### src/rtl/rsvrel_pkg.sv
// Package: constants, register map and types of the reservation release command block
//
// Behaviour
// The command either releases or clears the reservation held on the namespace.
// Parameters come from dword 10 and an in-memory structure; other fields are ignored.
// Page-list transfers use entries one and two; scatter-gather uses entry one only.
// The 128-bit buffer pointer locates the structure; data flows host to controller.
// For a release action, dword 10 bits 15:08 give the reservation kind to release.
// A release whose kind differs from the held kind fails with invalid field.
// With dword 10 bit 03 set, the current key check always passes.
// Dword 10 bits 02:00: 000b release, 001b clear, others reserved.
// Bytes 7:0 of the structure hold the host key, compared to the registered key.
// On finishing, a completion with the status goes to the associated completion queue.
// A successful clear increments the 32-bit wrapping generation counter.
// Held kind zero means no reservation; any non-zero value names the held kind.
// A reserved action fails with invalid field and leaves reservation state unchanged.
package rsvrel_pkg;
   // ==========================================================
   // Command dword 10 fields
   localparam int ACT_LSB = 0;
   localparam int ACT_W = 3;
   localparam int SKIP_BIT = 3;
   localparam int KIND_LSB = 8;
   localparam int KIND_W = 8;
   localparam logic [2:0] ACT_RELEASE = 3'h0;
   localparam logic [2:0] ACT_CLEAR = 3'h1;
   localparam logic [7:0] KIND_NONE = 8'h00;

   // ==========================================================
   // Completion status codes
   localparam logic [7:0] ST_SUCCESS = 8'h00;
   localparam logic [7:0] ST_INVALID_FIELD = 8'h02;
   localparam logic [7:0] ST_KEY_CONFLICT = 8'h83;

   // ==========================================================
   // Register byte offsets on the APB
   localparam logic [7:0] OFF_CTRL = 8'h00;
   localparam logic [7:0] OFF_KEY_LO = 8'h04;
   localparam logic [7:0] OFF_KEY_HI = 8'h08;
   localparam logic [7:0] OFF_HELD = 8'h0c;
   localparam logic [7:0] OFF_GEN = 8'h10;
   localparam logic [7:0] OFF_IRQ_STAT = 8'h14;
   localparam logic [7:0] OFF_IRQ_MASK = 8'h18;
   localparam logic [7:0] OFF_LAST = 8'h1c;

   // Field positions and reset values
   localparam int CTRL_EN_BIT = 0;
   localparam int LAST_BUSY_BIT = 8;
   localparam int IRQ_W = 2;
   localparam int IRQ_DONE_BIT = 0;
   localparam int IRQ_ERR_BIT = 1;
   localparam logic [31:0] GEN_RESET = 32'h0000_0000;
   localparam logic [63:0] KEY_RESET = 64'h0000_0000_0000_0000;

   // ==========================================================
   // Command engine states, Gray coded along idle-fetch-wait-exec-post
   typedef enum logic [2:0] {
      RSV_IDLE  = 3'h0,
      RSV_FETCH = 3'h1,
      RSV_WAIT  = 3'h3,
      RSV_EXEC  = 3'h2,
      RSV_POST  = 3'h6
   } rsvrel_state_type;
endpackage : rsvrel_pkg

### src/rtl/rsvrel_decode.sv
// Module: field decode of command dword 10
`timescale 1ns/1ps
`default_nettype none
module rsvrel_decode (
   input wire logic [31:0] dw10,
   output logic is_release,
   output logic is_clear,
   output logic is_reserved,
   output logic skip_key_check,
   output logic [7:0] reservation_kind
);
   // ==========================================================
   // Action and field extraction; bits 31:16 and 07:04 are never looked at
   wire logic [2:0] release_action = dw10[rsvrel_pkg::ACT_LSB +: rsvrel_pkg::ACT_W];
   assign is_release = (release_action == rsvrel_pkg::ACT_RELEASE);
   assign is_clear = (release_action == rsvrel_pkg::ACT_CLEAR);
   assign is_reserved = !is_release && !is_clear;
   assign skip_key_check = dw10[rsvrel_pkg::SKIP_BIT];
   assign reservation_kind = dw10[rsvrel_pkg::KIND_LSB +: rsvrel_pkg::KIND_W];
endmodule : rsvrel_decode
`default_nettype wire

### src/rtl/rsvrel_irq.sv
// Module: sticky event flags, mask and level interrupt
`timescale 1ns/1ps
`default_nettype none
module rsvrel_irq #(
   parameter int W = 2
) (
   input wire logic pclk,
   input wire logic presetn,
   input wire logic ce,
   input wire logic [W-1:0] event_set,
   input wire logic [W-1:0] clear_ones,
   input wire logic [W-1:0] mask_in,
   input wire logic mask_we,
   output logic [W-1:0] stat,
   output logic [W-1:0] mask,
   output logic irq
);
   logic [W-1:0] stat_r;
   logic [W-1:0] mask_r;

   // ==========================================================
   // Set beats clear, so an event in the clearing cycle survives
   wire logic [W-1:0] stat_nxt = event_set | (stat_r & ~clear_ones);

   always_ff @(posedge pclk or negedge presetn) begin
      if (!presetn) begin
         stat_r <= '0;
         mask_r <= '0;
      end else if (ce) begin
         stat_r <= stat_nxt;
         if (mask_we) begin
            mask_r <= mask_in;
         end
      end
   end

   assign stat = stat_r;
   assign mask = mask_r;
   assign irq = |(stat_r & mask_r);
endmodule : rsvrel_irq
`default_nettype wire

### src/rtl/rsvrel_top.sv
// Module: reservation release command engine with APB register file
//
// The address map and the APB register port were decided locally.
`timescale 1ns/1ps
`default_nettype none
module rsvrel_top (
   input wire logic pclk,
   input wire logic presetn,
   input wire logic ce,
   // APB slave
   input wire logic psel,
   input wire logic penable,
   input wire logic pwrite,
   input wire logic [7:0] paddr,
   input wire logic [31:0] pwdata,
   output logic [31:0] prdata,
   output logic pready,
   output logic pslverr,
   // Command from the submission queue front end
   input wire logic cmd_valid,
   output logic cmd_ready,
   input wire logic [31:0] cmd_dw10,
   input wire logic [127:0] buffer_pointer,
   input wire logic cmd_use_sgl,
   input wire logic [15:0] cmd_id,
   input wire logic [15:0] cmd_cqid,
   // Host memory read of the key structure
   output logic rd_req_valid,
   input wire logic rd_req_ready,
   output logic [63:0] rd_req_addr,
   output logic [63:0] rd_req_addr2,
   output logic rd_req_sgl,
   input wire logic rd_rsp_valid,
   input wire logic [63:0] rd_rsp_data,
   // Completion entry toward the completion queue
   output logic cpl_valid,
   input wire logic cpl_ready,
   output logic [15:0] cpl_cqid,
   output logic [15:0] cpl_cid,
   output logic [7:0] cpl_status,
   // Interrupt
   output logic irq
);
   // ==========================================================
   // State and registers
   rsvrel_pkg::rsvrel_state_type state_r, state_nxt;
   logic enable_r;
   logic [63:0] reg_key_r;
   logic [7:0] held_kind_r;
   logic [31:0] gen_r;
   logic [31:0] dw10_r;
   logic [127:0] ptr_r;
   logic use_sgl_r;
   logic [15:0] cid_r;
   logic [15:0] cqid_r;
   logic [63:0] host_key_r;
   logic [7:0] status_r;
   logic [7:0] last_status_r;
   logic [7:0] status_nxt;

   // ==========================================================
   // APB decode; the slave never waits, unmapped addresses error
   wire logic apb_acc = psel && penable;
   wire logic apb_wr = apb_acc && pwrite && ce;
   wire logic hit_ctrl = (paddr == rsvrel_pkg::OFF_CTRL);
   wire logic hit_klo = (paddr == rsvrel_pkg::OFF_KEY_LO);
   wire logic hit_khi = (paddr == rsvrel_pkg::OFF_KEY_HI);
   wire logic hit_held = (paddr == rsvrel_pkg::OFF_HELD);
   wire logic hit_gen = (paddr == rsvrel_pkg::OFF_GEN);
   wire logic hit_istat = (paddr == rsvrel_pkg::OFF_IRQ_STAT);
   wire logic hit_imask = (paddr == rsvrel_pkg::OFF_IRQ_MASK);
   wire logic hit_last = (paddr == rsvrel_pkg::OFF_LAST);
   wire logic hit_any = hit_ctrl | hit_klo | hit_khi | hit_held | hit_gen | hit_istat
                        | hit_imask | hit_last;
   assign pready = 1'b1;
   assign pslverr = apb_acc && !hit_any;

   // ==========================================================
   // Field decode of the latched dword 10
   logic act_release, act_clear, skip_key_check;
   logic [7:0] reservation_kind;
   logic in_reserved;

   rsvrel_decode u_dec_cur (.dw10(dw10_r), .is_release(act_release), .is_clear(act_clear),
      .is_reserved(), .skip_key_check(skip_key_check), .reservation_kind(reservation_kind));
   // Only the reserved-action flag of the incoming word matters before capture
   rsvrel_decode u_dec_in (.dw10(cmd_dw10), .is_release(), .is_clear(), .is_reserved(in_reserved),
      .skip_key_check(), .reservation_kind());

   // ==========================================================
   // Outcome of the command once the key is in hand
   wire logic cmd_take = cmd_valid && cmd_ready && ce;
   wire logic current_host_key_ok = skip_key_check || (host_key_r == reg_key_r);
   wire logic held_none = (held_kind_r == rsvrel_pkg::KIND_NONE);
   wire logic kind_mismatch = act_release && !held_none
                              && (reservation_kind != held_kind_r);
   wire logic exec_ok = (state_r == rsvrel_pkg::RSV_EXEC) && current_host_key_ok
                        && !kind_mismatch;
   wire logic drop_hold = exec_ok;
   wire logic bump_gen = exec_ok && act_clear;
   wire logic cpl_take = cpl_valid && cpl_ready && ce;

   // Status chosen in the execute step; a key failure outranks the kind check
   always_comb begin
      status_nxt = rsvrel_pkg::ST_SUCCESS;
      if (!current_host_key_ok) begin
         status_nxt = rsvrel_pkg::ST_KEY_CONFLICT;
      end else if (kind_mismatch) begin
         status_nxt = rsvrel_pkg::ST_INVALID_FIELD;
      end
   end

   // ==========================================================
   // Command sequence
   always_comb begin
      state_nxt = state_r;
      case (state_r)
         rsvrel_pkg::RSV_IDLE: begin
            if (cmd_take) begin
               // Reserved action skips the fetch and touches nothing
               state_nxt = in_reserved ? rsvrel_pkg::RSV_POST : rsvrel_pkg::RSV_FETCH;
            end
         end
         rsvrel_pkg::RSV_FETCH: begin
            if (rd_req_ready) begin
               state_nxt = rsvrel_pkg::RSV_WAIT;
            end
         end
         rsvrel_pkg::RSV_WAIT: begin
            if (rd_rsp_valid) begin
               state_nxt = rsvrel_pkg::RSV_EXEC;
            end
         end
         rsvrel_pkg::RSV_EXEC: begin
            state_nxt = rsvrel_pkg::RSV_POST;
         end
         rsvrel_pkg::RSV_POST: begin
            if (cpl_ready) begin
               state_nxt = rsvrel_pkg::RSV_IDLE;
            end
         end
         default: begin
            state_nxt = rsvrel_pkg::RSV_IDLE;
         end
      endcase
   end

   always_ff @(posedge pclk or negedge presetn) begin
      if (!presetn) begin
         state_r <= rsvrel_pkg::RSV_IDLE;
      end else if (ce) begin
         state_r <= state_nxt;
      end
   end

   // ==========================================================
   // Command capture, key capture and completion status
   always_ff @(posedge pclk or negedge presetn) begin
      if (!presetn) begin
         dw10_r <= '0;
         ptr_r <= '0;
         use_sgl_r <= 1'b0;
         cid_r <= '0;
         cqid_r <= '0;
         host_key_r <= rsvrel_pkg::KEY_RESET;
         status_r <= rsvrel_pkg::ST_SUCCESS;
      end else if (ce) begin
         if (cmd_take) begin
            dw10_r <= cmd_dw10;
            ptr_r <= buffer_pointer;
            use_sgl_r <= cmd_use_sgl;
            cid_r <= cmd_id;
            cqid_r <= cmd_cqid;
            status_r <= in_reserved ? rsvrel_pkg::ST_INVALID_FIELD
                                    : rsvrel_pkg::ST_SUCCESS;
         end
         if ((state_r == rsvrel_pkg::RSV_WAIT) && rd_rsp_valid) begin
            host_key_r <= rd_rsp_data;
         end
         if (state_r == rsvrel_pkg::RSV_EXEC) begin
            status_r <= status_nxt;
         end
      end
   end

   // ==========================================================
   // Reservation state; the engine's update wins over a software write
   always_ff @(posedge pclk or negedge presetn) begin
      if (!presetn) begin
         held_kind_r <= rsvrel_pkg::KIND_NONE;
         gen_r <= rsvrel_pkg::GEN_RESET;
         enable_r <= 1'b0;
         reg_key_r <= rsvrel_pkg::KEY_RESET;
         last_status_r <= rsvrel_pkg::ST_SUCCESS;
      end else if (ce) begin
         if (drop_hold) begin
            held_kind_r <= rsvrel_pkg::KIND_NONE;
         end else if (apb_wr && hit_held) begin
            held_kind_r <= pwdata[7:0];
         end
         if (bump_gen) begin
            gen_r <= gen_r + 32'h0000_0001;
         end
         if (apb_wr && hit_ctrl) begin
            enable_r <= pwdata[rsvrel_pkg::CTRL_EN_BIT];
         end
         if (apb_wr && hit_klo) begin
            reg_key_r[31:0] <= pwdata;
         end
         if (apb_wr && hit_khi) begin
            reg_key_r[63:32] <= pwdata;
         end
         if (cpl_take) begin
            last_status_r <= status_r;
         end
      end
   end

   // ==========================================================
   // Interrupt flags: done on every completion, error on a failing one
   wire logic [1:0] irq_events = {cpl_take && (status_r != rsvrel_pkg::ST_SUCCESS), cpl_take};
   logic [1:0] irq_stat, irq_mask;
   rsvrel_irq #(.W(rsvrel_pkg::IRQ_W)) u_irq (.pclk(pclk), .presetn(presetn), .ce(ce),
      .event_set(irq_events), .clear_ones((apb_wr && hit_istat) ? pwdata[1:0] : 2'h0),
      .mask_in(pwdata[1:0]), .mask_we(apb_wr && hit_imask), .stat(irq_stat), .mask(irq_mask),
      .irq(irq));

   // ==========================================================
   // Read mux; reserved bits read as zero
   wire logic busy = (state_r != rsvrel_pkg::RSV_IDLE);
   always_comb begin
      prdata = 32'h0000_0000;
      if (hit_ctrl) begin
         prdata[rsvrel_pkg::CTRL_EN_BIT] = enable_r;
      end else if (hit_klo) begin
         prdata = reg_key_r[31:0];
      end else if (hit_khi) begin
         prdata = reg_key_r[63:32];
      end else if (hit_held) begin
         prdata[7:0] = held_kind_r;
      end else if (hit_gen) begin
         prdata = gen_r;
      end else if (hit_istat) begin
         prdata[1:0] = irq_stat;
      end else if (hit_imask) begin
         prdata[1:0] = irq_mask;
      end else if (hit_last) begin
         prdata[7:0] = last_status_r;
         prdata[rsvrel_pkg::LAST_BUSY_BIT] = busy;
      end
   end

   // ==========================================================
   // Outward handshakes; the key is 8 bytes so one read covers it
   assign cmd_ready = enable_r && (state_r == rsvrel_pkg::RSV_IDLE);
   assign rd_req_valid = (state_r == rsvrel_pkg::RSV_FETCH);
   assign rd_req_addr = ptr_r[63:0];
   // Second page entry only matters for page lists; zero for scatter-gather
   assign rd_req_addr2 = use_sgl_r ? 64'h0000_0000_0000_0000 : ptr_r[127:64];
   assign rd_req_sgl = use_sgl_r;
   assign cpl_valid = (state_r == rsvrel_pkg::RSV_POST);
   assign cpl_cqid = cqid_r;
   assign cpl_cid = cid_r;
   assign cpl_status = status_r;
endmodule : rsvrel_top
`default_nettype wire

### config.mk
export PLATFORM = sky130hd
export DESIGN_NAME = rsvrel_top
export DESIGN_NICKNAME = d
export VERILOG_FILES = /design/src/rtl/rsvrel_pkg.sv /design/src/rtl/rsvrel_decode.sv /design/src/rtl/rsvrel_irq.sv /design/src/rtl/rsvrel_top.sv
export SDC_FILE = /design/constraint.sdc
export NUM_CORES = 1
export LEC_CHECK = 0
export BUFFER_PORTS_ARGS = -buffer_cell sky130_fd_sc_hd__buf_2
export CAP_MARGIN = 5
export CELL_PAD_IN_SITES_DETAIL_PLACEMENT = 0
export CELL_PAD_IN_SITES_GLOBAL_PLACEMENT = 2
export CORE_MARGIN = 4
export CORE_UTILIZATION = 34
export CTS_CLUSTER_DIAMETER = 100
export DETAILED_ROUTE_END_ITERATION = 10
export MAX_ROUTING_LAYER = met4
export PLACE_DENSITY_LB_ADDON = 0.1
export SYNTH_ARGS = -nofsm -noshare
export SYNTH_HDL_FRONTEND = slang
export SYNTH_HIERARCHICAL = 1
export SYNTH_SLANG_ARGS = --single-unit
### constraint.sdc
create_clock -name pclk -period 3.7 [get_ports pclk]
set_input_delay 0.74 -clock pclk [delete_from_list [all_inputs] [get_ports pclk]]
set_output_delay 0.74 -clock pclk [all_outputs]
set_load 0.05 [all_outputs]
### Word level (Yosys, flattened, before mapping)

Index checks and enable logic that the tools add are counted.

* output and inout port bits: 207
* bits in registers: 369

* reduce and logical (&&, ||, !) cells: 50
* muxes and demuxes: 28
* equality and inequality tests: 19
* add/subtract/negate cells: 1
* bitwise logic cells: 11

Operator list (number)
* == test 64 bit: 1
* two-way mux 32 bit: 2
* two-way mux 64 bit: 1
* two-way mux 8 bit: 6
* adder 32 x 1 -> 32 bit (second input constant): 1
* == test 8 x 5 -> 1 bit (second input constant): 4
* two-way mux 31 bit: 1
* two-way mux 24 bit: 1
* logical AND 1 bit: 23
* two-way mux 23 bit: 1
* AND reduction 2 bit: 10
* two-way mux 9 bit: 2
* == test 8 x 4 -> 1 bit (second input constant): 2
* zero test 8 bit: 2
* two-way mux 3 bit: 5
* case mux 3 bit (5 select lines): 1
* two-way mux 7 bit: 2
* two-way mux 2 bit: 5
* == test 3 x 1 -> 1 bit (second input constant): 3
* zero test 3 bit: 3
* == test 8 x 3 -> 1 bit (second input constant): 1
* inequality test 8 bit: 1
* nonzero test 8 bit: 1
* OR 1 bit: 7
* other kinds (14): 23

### Logic depth before layout (Yosys ltp)

Gate-level depths: netlist of run 1.

* depth in word-level cells: 10
* depth in mapped cells: 10

### Cells and area by module

The synthesis of run 1 kept the hierarchy.

By module, submodules not included
* rsvrel_top: area each 16778.6 um^2, cells each 1255, instances 1, seq. area each 9233.9 um^2
* rsvrel_decode: area each 86.3 um^2, cells each 12, instances 2, seq. area each 0.0 um^2
* rsvrel_irq: area each 172.7 um^2, cells each 12, instances 1, seq. area each 100.1 um^2

### Worst setup path after synthesis of run 1

No wires, ideal clock.

* path kind: in2out
* start: input port paddr[1]
* end: output port prdata[5]
* cell stages on the path: 8
* data required time: 2.960 ns
* arrival: 3.035 ns
* path slack: -0.075 ns
* path through: or2_1 -> or4_1 -> buf_2 -> nor2_2 -> nand2_2 -> nor2_1 -> a221oi_1 -> nor3_1

* cells in the longest elaborated chain, start to end: 9
* elaborated cells between the ends (all ways): 16
* those cells by class: eq/ne: 7; mux: 8; reduce/logical: 1

RTL lines
* from (decl): line rsvrel_top.sv:14 `input wire logic [7:0] paddr,`
* == test 8 x 5 -> 1 bit: line rsvrel_top.sv:72 `wire logic hit_last = (paddr == rsvrel_pkg::OFF_LAST);`
* two-way mux 9 bit: line rsvrel_top.sv:247 `end else if (hit_last) begin`
* two-way mux 7 bit: line rsvrel_top.sv:245 `end else if (hit_imask) begin`
* two-way mux 7 bit: line rsvrel_top.sv:243 `end else if (hit_istat) begin`
* two-way mux 9 bit: line rsvrel_top.sv:241 `end else if (hit_gen) begin`
* two-way mux 8 bit: line rsvrel_top.sv:239 `end else if (hit_held) begin`
* two-way mux 32 bit: line rsvrel_top.sv:237 `end else if (hit_khi) begin`
* two-way mux 32 bit: line rsvrel_top.sv:235 `end else if (hit_klo) begin`
* two-way mux 31 bit *: line rsvrel_top.sv:233 `if (hit_ctrl) begin`
* to (decl): line rsvrel_top.sv:16 `output logic [31:0] prdata,`

Every way passes the cells marked *; elsewhere a longest branch is shown, timed or not.

### Worst setup path after layout of run 1

* start: input port paddr[1]
* end: output port prdata[0]

* cells in the longest elaborated chain, start to end: 9
* elaborated cells between the ends (all ways): 16
* those cells by class: eq/ne: 7; mux: 8; reduce/logical: 1

RTL lines (line)
* == test 8 x 5 -> 1 bit: rsvrel_top.sv:72
* two-way mux 9 bit: rsvrel_top.sv:247
* two-way mux 2 bit: rsvrel_top.sv:245
* two-way mux 2 bit: rsvrel_top.sv:243
* two-way mux 9 bit: rsvrel_top.sv:241
* two-way mux 8 bit: rsvrel_top.sv:239
* two-way mux 32 bit: rsvrel_top.sv:237
* two-way mux 32 bit: rsvrel_top.sv:235
* two-way mux 1 bit *: rsvrel_top.sv:233

Marks and branches as above.

==> impl_summary.txt, run 1 <==
----------------------------------------------------
[Status]
  Result of the run ... complete, no violations

[Flow run]
  Maximum capacitance violations ... 0

[STA]
  Measured slew at the worst slew-check pin ... 0.7972 ns
  Number of failing hold endpoints at the final stage ... 0
  Final max-slew violation count ... 0
  Setup repair after global routing missed its margin ... no
  Peak Freq ... 283.7 MHz
  Remaining max-slew budget at the tightest pin ... 46.74%
  Final critical path time including I/O delays and setup ... 3.525 ns
  Clock Skew ... 0.01509 ns
  Setup violations, final ... 0
  Final worst-path cycle share ... 95.26%
  Setup TNS Final ... 0 ns
  Minimum hold slack ... 0.1370 ns

[Logic synthesis]
  Synth Warn # ... 6
  Mean Syn Cell Area ... 13.17 um2
  Post-Syn Area ... 16310 um2
  Number of instances in the synthesized netlist ... 1238

[Power]
  Final Total Pwr ... 0.008993 W
  Max VDD drop ... 318.1 uV
  Power per cell area ... 438.5 nW/um2
  Static leakage ... 11.06 nW

[GRT]
  Initial antenna violation count ... 15
  Vias in the first global route ... 11550
  Global-route usage over all layers ... 19.41%
  First-pass GRT wire length ... 73350 um
  Aggregate global routing overflow ... 0
  Pin count of the biggest net entering global routing ... 68

[Drt]
  Via count of the routed design ... 11010
  Wirelength, routed ... 49560 um
  Iteration-0 DRC count of the detailed router ... 510
  DR vias/cell ... 4.765
  Average detailed-routed wire length per instance ... 21.45 um
  Routed Antenna Nets ... 0
  Count of TritonRoute iterations in the first routing pass ... 7
  DRC violations left ... 0

[Floorplan]
  Area of the die ... 51530 um2
  Effective utilization at floorplan ... 34.73%
  Core region area ... 46950 um2
  Die Wd ... 227 um
  Cell row count ... 79
  I/O pin count ... 514
  Die H ... 227 um

[Cells and area]
  FILL cells ... 4473
  Final net count ... 1972
  Core occupancy in the finished layout ... 43.68%
  Multi-input combinational cell area ... 6524 um2
  Share of cells above drive strength 1 ... 52.58%
  Signed area change from the synthesized netlist to the final layout ... 25.77%
  Fin area ... 20510 um2
  Footprint of the flip-flops and latches ... 8835 um2

[Setup path]
  Largest fanout on the critical path ... 5
  Critical Path RT ... 2.96 ns
  Kind of critical path ... input port to output port
  Crit path launch type ... input port
  CP endpoint kind ... output port
  Number of cells on the worst reg-to-reg path ... 7
  Reg-to-reg slack, setup ... 0.82 ns
  Crit path DAT ... 2.78 ns

[Place]
  Instance area after placement ... 19110 um2
  RD Place Congestion ... 0.7954
  Final HPWL from detailed placement ... 37380 um
  IO buf count ... 487

[CTS]
  Hold bufs inserted after CTS ... 0
  Number of buffers created by CTS ... 42
  CTS tree ... built
  Clock slew at the register clock pins of the worst setup and hold paths ... 0.06 ns
  CTS sink cnt ... 353
  Gates resized, CTS repair ... 0
  Worst-case clock buffer depth ... 3
  Buffers inserted during post-CTS setup optimization ... 0
  Root buffer cell ... clkbuf_16
  Level count of the clock H-tree ... 2
  Clock network latency to the later pin of the worst-skew pair ... 0.56 ns

[Hold path]
  Path category of the worst min-delay check ... input port to asynchronous set/reset pin

----------------------------------------------------
-- registers in the layout (all words and copies together), names as in the netlist --
signal / count
cpl_cid: 16
host_key_r: 64
ptr_r: 128
cpl_status: 2
state_r: 3
enable_r: 1
dw10_r: 12
cpl_cqid: 16
rd_req_sgl: 1
gen_r: 32
last_status_r: 2
u_irq/mask: 2
reg_key_r: 64
u_irq/stat: 2
held_kind_r: 8
-- metrics by stage --
step	worst slack [ns]	std cells
CTS	0.07417	2296
global route	0.02155	2311
detailed placement	0.08746	2227
floorplan	0.1755	1242
global placement	0.08261	2227
finish	0.1752	2311
-- worst max-delay path: stages --
cell	delay, ns
buf_2	0.09
or2_1	0.25
or4_4	0.47
buf_4	0.18
or3_1	0.31
o21ai_0	0.14
o21ai_1	0.10
a32o_1	0.26
buf_2	0.22
-- routing by layer --
| metal | track usage, % | share of wire, % |
|---|---|---|
| met5 | - | 0 |
| met4 | 4.665 | 1.8 |
| met3 | 5.532 | 7.9 |
| met2 | 31.32 | 48 |
| met1 | 24.40 | 43 |
-- where the power goes --
| group | switching [W] | leakage [nW] | internal (W) |
|---|---|---|---|
| combinational | 0.000558 | 5.48 | 0.000274 |
| sequential | 0.0000585 | 4.92 | 0.00394 |
| clock | 0.00163 | 0.669 | 0.00253 |
-- final cells by class --
| class | count | share of cell area [%] |
|---|---|---|
| Tap cell | 607 | 3.703 |
| Inverter | 25 | 0.4575 |
| Clock buffer | 60 | 5.899 |
| Antenna cell | 15 | 0.1830 |
| Multi-Input combinational cell | 723 | 31.81 |
| Clock inverter | 9 | 0.7443 |
| Timing Repair Buffer | 519 | 14.13 |
| Sequential cell | 353 | 43.08 |
-- placed cells by master, fill, tap and decap left out, types with 3 or more instances in the layout --
cell type and count:
nor4_1 7, and3_1 10, dfrtp_1 352, nand2_1 24, and4_1 3, and2_1 12, o21ai_0 4, mux2_4 32
clkinv_2 3, clkbuf_1 10, nand3_1 15, buf_12 16, inv_1 25, nand4_1 42, buf_4 20, a222oi_1 23
mux2_2 259, diode_2 15, nor3_2 5, a21oi_1 5, clkbuf_16 43, nor3b_1 3, mux2_1 17, clkbuf_8 7
buf_2 482, bufinv_16 4, nor2_1 27, nor3_1 6, mux2i_1 4, a22o_1 9, xnor2_1 101, nor2b_1 66
a221oi_1 4, conb_1 6
-- worst paths after layout --
check                           startpoint             end
setup / recovery                  paddr[1]       prdata[0]
hold / removal                     presetn     cpl_cqid[2]
setup reg to reg             reg_key_r[37]  held_kind_r[3]
hold reg to reg                  ptr_r[88]       ptr_r[88]
max in group asynchronous          presetn       ptr_r[81]
min in group pclk          rd_rsp_data[19]  host_key_r[19]
Power figures use the tool's default switching activity.
==> inputs of run 2 (changes only) <==
--- a/config.mk
+++ b/config.mk
@@ -10,9 +10,10 @@
 export CELL_PAD_IN_SITES_DETAIL_PLACEMENT = 0
 export CELL_PAD_IN_SITES_GLOBAL_PLACEMENT = 2
 export CORE_MARGIN = 4
-export CORE_UTILIZATION = 34
+export CORE_UTILIZATION = 37
 export CTS_CLUSTER_DIAMETER = 100
 export DETAILED_ROUTE_END_ITERATION = 10
+export GPL_TIMING_DRIVEN = 0
 export MAX_ROUTING_LAYER = met4
 export PLACE_DENSITY_LB_ADDON = 0.1
 export SYNTH_ARGS = -nofsm -noshare
==> constraint.sdc (replaced) <==
create_clock -name pclk -period 4.2 [get_ports pclk]
set_input_delay 0.84 -clock pclk [delete_from_list [all_inputs] [get_ports pclk]]
set_output_delay 0.84 -clock pclk [all_outputs]
set_load 0.05 [all_outputs]
==> run 2 against run 1 <==
Compared with the run above: global-route usage grew 1.7 points; non-clock buffer count grew 111; sequential cell count is the same; largest cell class unchanged; highest routed layer unchanged.
==> impl_summary.txt, run 2 (same netlist as run 1, synthesis figures left out) <==
----------------------------------------------------
[Setup path]
  Most common cell on crit path ... buf_2
  Cells traversed along the worst timing path ... buf_2 -> or2_1 -> or4_1 -> buf_2 -> nor2_2 -> nand2_2 -> nor2_4 -> clkbuf_4 -> a222oi_1 -> inv_1 -> buf_2
  Logic depth of the worst setup path including buffers ... 11 (+2)
  Max stage delay cell, worst path ... or4_1
  Crit path launch type ... input port
  CP endpoint kind ... output port
  Worst reg2reg path endpoint ... gen_r[27]
  Kind of cell adding the most delay to the critical path ... simple AND/OR/NAND/NOR gates
  Critical Path RT ... 3.36 ns (+0.40 ns)
  Reg-to-reg slack, setup ... 1.06 ns (+0.24 ns)
  Crit path DAT ... 3.22 ns (+0.44 ns)
  Count of buffering cells on the critical path with inverters included ... 5 (+2)
  Maximum single-stage delay on the critical path ... 0.41 ns (-0.06 ns)
  Kind of critical path ... input port to output port
  Number of cells on the worst reg-to-reg path ... 9 (+2)
  Largest fanout on the critical path ... 10 (+5)
  Reg-to-reg startpoint ... reg_key_r[5]

[Place]
  Total placed cells including tap cells ... 2317 (+4.0%)
  Final HPWL from detailed placement ... 38850 um (+3.9%)
  Post-placement worst setup slack ... -0.4709 ns (-0.5583 ns)
  RD Place Congestion ... 0.7922 (-0.40%)
  IO buf count ... 487 (unchanged)

[Power]
  Final Total Pwr ... 0.007987 W (-11%)
  Static leakage ... 11.54 nW (+4.3%)
  Net Sw Power ... 0.001984 W (-12%)
  Proportion of power drawn by the clock network ... 46.3% (about the same)
  Max VDD drop ... 256.6 uV (-19%)
  Logic gate share of total power ... 9.6% (+0.4 points)
  Switching share of total power ... 24.84% (-0.092 points)
  Power per cell area ... 379.5 nW/um2 (-13%)
  Internal power ... 0.006002 W (-11%)
  Fraction of power consumed by sequential logic ... 44.1% (-0.4 points)

[Drt]
  Wirelength, routed ... 50000 um (+0.88%)
  Iteration-0 DRC count of the detailed router ... 671 (+32%)
  Average detailed-routed wire length per instance ... 20.83 um (-2.9%)
  DRC violations left ... 0 (unchanged)
  Via count of the routed design ... 11520 (+4.6%)
  Count of TritonRoute iterations in the first routing pass ... 6 (-1)
  Routed Antenna Nets ... 0 (unchanged)
  DR vias/cell ... 4.799 (+0.71%)

[GRT]
  Global-route usage over all layers ... 21.16% (+1.7 points)
  First-pass GRT wire length ... 74290 um (+1.3%)
  Initial antenna violation count ... 10 (-5)
  Vias in the first global route ... 12130 (+5.1%)
  Aggregate global routing overflow ... 0 (unchanged)
  Pin count of the biggest net entering global routing ... 115 (+69%)

[Floorplan]
  Cell row count ... 76 (-3.8%)
  Die Wd ... 217.9 um (-4.0%)
  Core region area ... 43360 um2 (-7.6%)
  I/O pin count ... 514 (unchanged)
  Effective utilization at floorplan ... 37.61% (+2.9 points)
  Area of the die ... 47500 um2 (-7.8%)
  Die H ... 217.9 um (-4.0%)

[STA]
  Setup slack of the critical path after layout ... 0.1445 ns (-0.03069 ns)
  Final max-slew violation count ... 0 (unchanged)
  Setup violations, final ... 0 (unchanged)
  Peak Freq ... 246.6 MHz
  Setup repair after global routing missed its margin ... no
  Clock Skew ... 0.01926 ns (+0.004167 ns)
  Minimum hold slack ... 0.1390 ns (+0.002044 ns)
  Remaining max-slew budget at the tightest pin ... 43.11% (-3.6 points)
  Number of failing hold endpoints at the final stage ... 0 (unchanged)
  Measured slew at the worst slew-check pin ... 0.8508 ns (+0.05359 ns)
  Final critical path time including I/O delays and setup ... 4.055 ns
  Final worst-path cycle share ... 96.56%

[Cells and area]
  Largest registers ... ptr_r x128, host_key_r x64, reg_key_r x64
  Share of cells above drive strength 1 ... 53.68% (+1.1 points)
  Commonest cells after routing, fill and taps aside ... buf_2 (503), dfrtp_1 (353), mux2_2 (259)
  Signed area change from the synthesized netlist to the final layout ... 29.05%
  FILL cells ... 4120 (-7.9%)
  Count of placed standard cells in the final layout, fillers left out ... 2400 (+3.9%)
  Most common cell after layout, fill and taps aside ... buf_2
  Final net count ... 2083 (+5.6%)
  Core occupancy in the finished layout ... 48.53% (+4.8 points)
  Number of flip-flops in the largest register ... 128 (unchanged)
  Register ranked first by flip-flop count ... ptr_r

[CTS]
  Root buffer cell ... clkbuf_16
  Clock slew at the register clock pins of the worst setup and hold paths ... 0.05 ns (about the same)
  Number of buffers created by CTS ... 42 (unchanged)
  Worst-case clock buffer depth ... 3 (unchanged)
  CTS tree ... built
  Level count of the clock H-tree ... 2 (unchanged)
  Clock network latency to the later pin of the worst-skew pair ... 0.56 ns (about the same)
  CTS sink cnt ... 353 (unchanged)
  Buffers inserted during post-CTS setup optimization ... 0 (unchanged)

[Status]
  Result of the run ... complete, no violations

[Flow run]
  Maximum capacitance violations ... 0 (unchanged)

[Hold path]
  Path category of the worst min-delay check ... input port to asynchronous set/reset pin

----------------------------------------------------
run 2: cell types whose count changed in the layout (fill, tap and decap cells not counted), sizes merged:
cell,delta
bufinv,-2
clkinvlp,+2
clkinv,+1
clkbuf,+41
diode,-5
inv,-1
buf,+75
run 2: repair_timing:
item,CTS,global route
hold buffers,0,0
cloned,0,0
resized for setup,6,5
endpoints found under the setup margin,21,10
run 2: per-layer routing:
layer  vias up  GRT usage (%)  routed length [um]
met4         0          5.772                 923
met5         -              -                   0
li1       5382              -                   -
met2       341          34.44               24290
met1      5728          26.64               21540
met3        67          5.030                3236
run 2: through the flow:
stage	TNS, ns	area [um2]
after floorplan	0	16320
after global placement	-1761.08	19490
after detailed placement	-7.593	19580
after CTS	0	21010
after global routing	0	21040
final	0	21040
run 2: final cells by class:
class                      instances  area [um2]  share of cell area (%)
tap                              585       732.0                   3.478
antenna                           10       25.02                  0.1189
sequential                       353        8833                   41.98
buffer                           140       910.9                   4.328
timing repair buffer             490        2532                   12.03
clock inverter                     9       100.1                  0.4757
multi-input combinational        723        6505                   30.91
inverter                          25       93.84                  0.4459
clock buffer                      65        1311                   6.231
run 2: power by group through the flow:
| stage | logic, W | clock network (W) | registers, W |
|---|---|---|---|
| 2_1_floorplan | 0.000364 | 0 | 0.00363 |
| 3_3_place_gp | 0.000765 | 0 | 0.00358 |
| 3_5_place_dp | 0.000778 | 0 | 0.00359 |
| 4_1_cts | 0.000781 | 0.00381 | 0.00352 |
| 5_1_grt | 0.000829 | 0.00394 | 0.00353 |
| 6_report | 0.000765 | 0.00370 | 0.00352 |
run 2: worst max-delay path by stage:
stage,start,to,slack [ns]
after floorplan,paddr[1],prdata[5],0.23
after global placement,presetn,host_key_r[16],-5.01
after detailed placement,paddr[1],prdata[27],-0.47
after CTS,paddr[1],prdata[7],0.04
after global routing,paddr[1],prdata[27],0.007
final,paddr[1],prdata[27],0.14
==> inputs of run 3 (changes only) <==
--- a/config.mk
+++ b/config.mk
@@ -13,7 +13,6 @@
 export CORE_UTILIZATION = 37
 export CTS_CLUSTER_DIAMETER = 100
 export DETAILED_ROUTE_END_ITERATION = 10
-export GPL_TIMING_DRIVEN = 0
 export MAX_ROUTING_LAYER = met4
 export PLACE_DENSITY_LB_ADDON = 0.1
 export SYNTH_ARGS = -nofsm -noshare
==> run 3 against run 2 <==
Compared with the run above: register-to-register slack improved by 0.10 ns; utilization shrank 1.8 points; clock skew decreased by 0.0024 ns; global-route usage is 0.66 points lower; hold slack better by 0.16 ns; non-clock buffer count is 122 lower; power is 2.6% lower; sequential cell count is the same; sequential share of layout area rose by 1.6 points; count of clock-buffer cells in the layout down 2; die area is the same; sequential power about the same; critical path type unchanged; largest cell class unchanged; largest power group is now registers; highest routed layer unchanged.
==> impl_summary.txt, run 3 (same netlist as run 1, synthesis figures left out) <==
----------------------------------------------------
[Status]
  Result of the run ... complete, no violations

[Drt]
  Count of TritonRoute iterations in the first routing pass ... 5 (-1)
  Via count of the routed design ... 11030 (-4.2%)
  Average detailed-routed wire length per instance ... 21.10 um (+1.3%)
  Iteration-0 DRC count of the detailed router ... 578 (-14%)
  Routed Antenna Nets ... 0 (unchanged)
  DRC violations left ... 0 (unchanged)
  DR vias/cell ... 4.850 (+1.1%)
  Wirelength, routed ... 47980 um (-4.0%)

[CTS]
  Level count of the clock H-tree ... 2 (unchanged)
  Number of buffers created by CTS ... 42 (unchanged)
  Clock slew at the register clock pins of the worst setup and hold paths ... 0.06 ns (about the same)
  Gates resized, CTS repair ... 0 (-6)
  CTS tree ... built
  Root buffer cell ... clkbuf_16
  Buffers inserted during post-CTS setup optimization ... 0 (unchanged)
  CTS sink cnt ... 353 (unchanged)
  Hold bufs inserted after CTS ... 0 (unchanged)
  Clock network latency to the later pin of the worst-skew pair ... 0.55 ns (about the same)
  Worst-case clock buffer depth ... 3 (unchanged)

[Setup path]
  Max stage delay cell, worst path ... or4_1
  Kind of critical path ... input port to output port
  Count of buffering cells on the critical path with inverters included ... 4 (-1)
  Largest fanout on the critical path ... 23 (+13)
  Maximum single-stage delay on the critical path ... 0.61 ns (+0.20 ns)
  Reg-to-reg startpoint ... reg_key_r[5]
  Crit path launch type ... input port
  Kind of cell adding the most delay to the critical path ... simple AND/OR/NAND/NOR gates
  Cells traversed along the worst timing path ... buf_2 -> or2_1 -> or4_1 -> nor2_2 -> nand2_2 -> nor2_1 -> buf_12 -> a222oi_1 -> inv_1 -> buf_2
  Worst reg2reg path endpoint ... held_kind_r[1]
  Crit path DAT ... 3.17 ns (-0.05 ns)
  Most common cell on crit path ... buf_2
  Number of cells on the worst reg-to-reg path ... 8 (-1)
  Reg-to-reg slack, setup ... 1.16 ns (+0.10 ns)
  Critical Path RT ... 3.36 ns (about the same)
  CP endpoint kind ... output port

[STA]
  Remaining max-slew budget at the tightest pin ... 49.30% (+6.2 points)
  Clock Skew ... 0.01685 ns (-0.002411 ns)
  Final max-slew violation count ... 0 (unchanged)
  Peak Freq ... 249.3 MHz (+1.1%)
  Setup TNS Final ... 0 ns (unchanged)
  Setup repair after global routing missed its margin ... no
  Measured slew at the worst slew-check pin ... 0.7605 ns (-0.09031 ns)
  Setup violations, final ... 0 (unchanged)
  Final critical path time including I/O delays and setup ... 4.010 ns (-0.04505 ns)
  Final worst-path cycle share ... 95.49% (-1.1 points)
  Number of failing hold endpoints at the final stage ... 0 (unchanged)

[Cells and area]
  Fin area ... 20280 um2 (-3.6%)
  Largest registers ... ptr_r x128, host_key_r x64, reg_key_r x64
  Share of cells above drive strength 1 ... 52.00% (-1.7 points)
  Multi-input combinational cell area ... 6500 um2 (about the same)
  Final net count ... 1961 (-5.9%)
  FILL cells ... 4086 (-0.83%)
  Most common cell after layout, fill and taps aside ... buf_2
  Register ranked first by flip-flop count ... ptr_r
  Footprint of the flip-flops and latches ... 8835 um2 (about the same)
  Commonest cells after routing, fill and taps aside ... buf_2 (483), dfrtp_1 (352), mux2_2 (259)
  Number of flip-flops in the largest register ... 128 (unchanged)
  Signed area change from the synthesized netlist to the final layout ... 24.38%

[Place]
  RD Place Congestion ... 0.7960 (+0.48%)
  Instance area after placement ... 18940 um2 (-3.3%)
  Final HPWL from detailed placement ... 35750 um (-8.0%)
  IO buf count ... 487 (unchanged)

[GRT]
  First-pass GRT wire length ... 72550 um (-2.3%)
  Initial antenna violation count ... 12 (+2)
  Pin count of the biggest net entering global routing ... 83 (-28%)
  Global-route usage over all layers ... 20.49% (-0.66 points)
  Aggregate global routing overflow ... 0 (unchanged)
  Vias in the first global route ... 11540 (-4.9%)

[Hold path]
  Path category of the worst min-delay check ... input port to asynchronous set/reset pin

[Floorplan]
  Effective utilization at floorplan ... 37.61% (unchanged)
  Die H ... 217.9 um (unchanged)
  I/O pin count ... 514 (unchanged)
  Die Wd ... 217.9 um (unchanged)
  Core region area ... 43360 um2 (unchanged)
  Cell row count ... 76 (unchanged)
  Area of the die ... 47500 um2 (unchanged)

[Power]
  Power per cell area ... 383.5 nW/um2 (+1.0%)
  Max VDD drop ... 222.6 uV (-13%)
  Static leakage ... 10.97 nW (-4.9%)

[Flow run]
  Maximum capacitance violations ... 0 (unchanged)

----------------------------------------------------
## run 3: cell types whose count changed in the layout (fill, tap and decap cells not counted), sizes merged
cell,change
diode,+2
bufinv,-1
clkbuf,-38
clkinv,-3
buf,-86
clkinvlp,-1
inv,+1
## run 3: power breakdown
group | internal, W | total [W] | switching, W
clock | 0.00211 | 0.00353 | 0.00142
sequential | 0.00347 | 0.00353 | 0.0000530
combinational | 0.000234 | 0.000719 | 0.000485
total | 0.00582 | 0.00778 | 0.00196
## run 3: worst max path at each step
stage,slack (ns),end,cells past startpoint,from
finish,0.19,prdata[11],10,paddr[1]
global route,0.07,prdata[12],10,paddr[1]
CTS,0.16,prdata[12],10,paddr[1]
detailed placement,0.17,prdata[12],10,paddr[1]
global placement,0.20,prdata[12],10,paddr[1]
floorplan,0.23,prdata[5],8,paddr[1]
## run 3: stage by stage
stage | std cells | total power, W | hold slack, ns | worst slack, ns | utilization, %
final | 2274 | 0.007778 | 0.3000 | 0.1896 | 46.78
after global routing | 2274 | 0.008123 | 0.3306 | 0.07277 | 46.78
after CTS | 2262 | 0.007919 | 0.3011 | 0.1648 | 46.71
after detailed placement | 2194 | 0.004319 | 0.4868 | 0.1716 | 43.67
after global placement | 2194 | 0.004312 | 0.4809 | 0.1988 | 43.67
after floorplan | 1242 | 0.003997 | 0.4445 | 0.2253 | -
## run 3: final cells by class
cell class	count	area share [%]
Timing Repair Buffer	508	13.68
Clock inverter	5	0.2776
Tap cell	585	3.609
Inverter	25	0.4626
Clock buffer	63	6.218
Sequential cell	353	43.56
Multi-Input combinational cell	723	32.05
Antenna cell	12	0.1480
## run 3: metal layers
metal / vias to the layer above / part of all wire (%) / GRT usage (%)
li1: 5135 / - / -
met1: 5502 / 44 / 26.66
met2: 330 / 47 / 31.91
met3: 63 / 6.9 / 5.225
met4: 0 / 2.5 / 5.962
met5: - / 0 / -
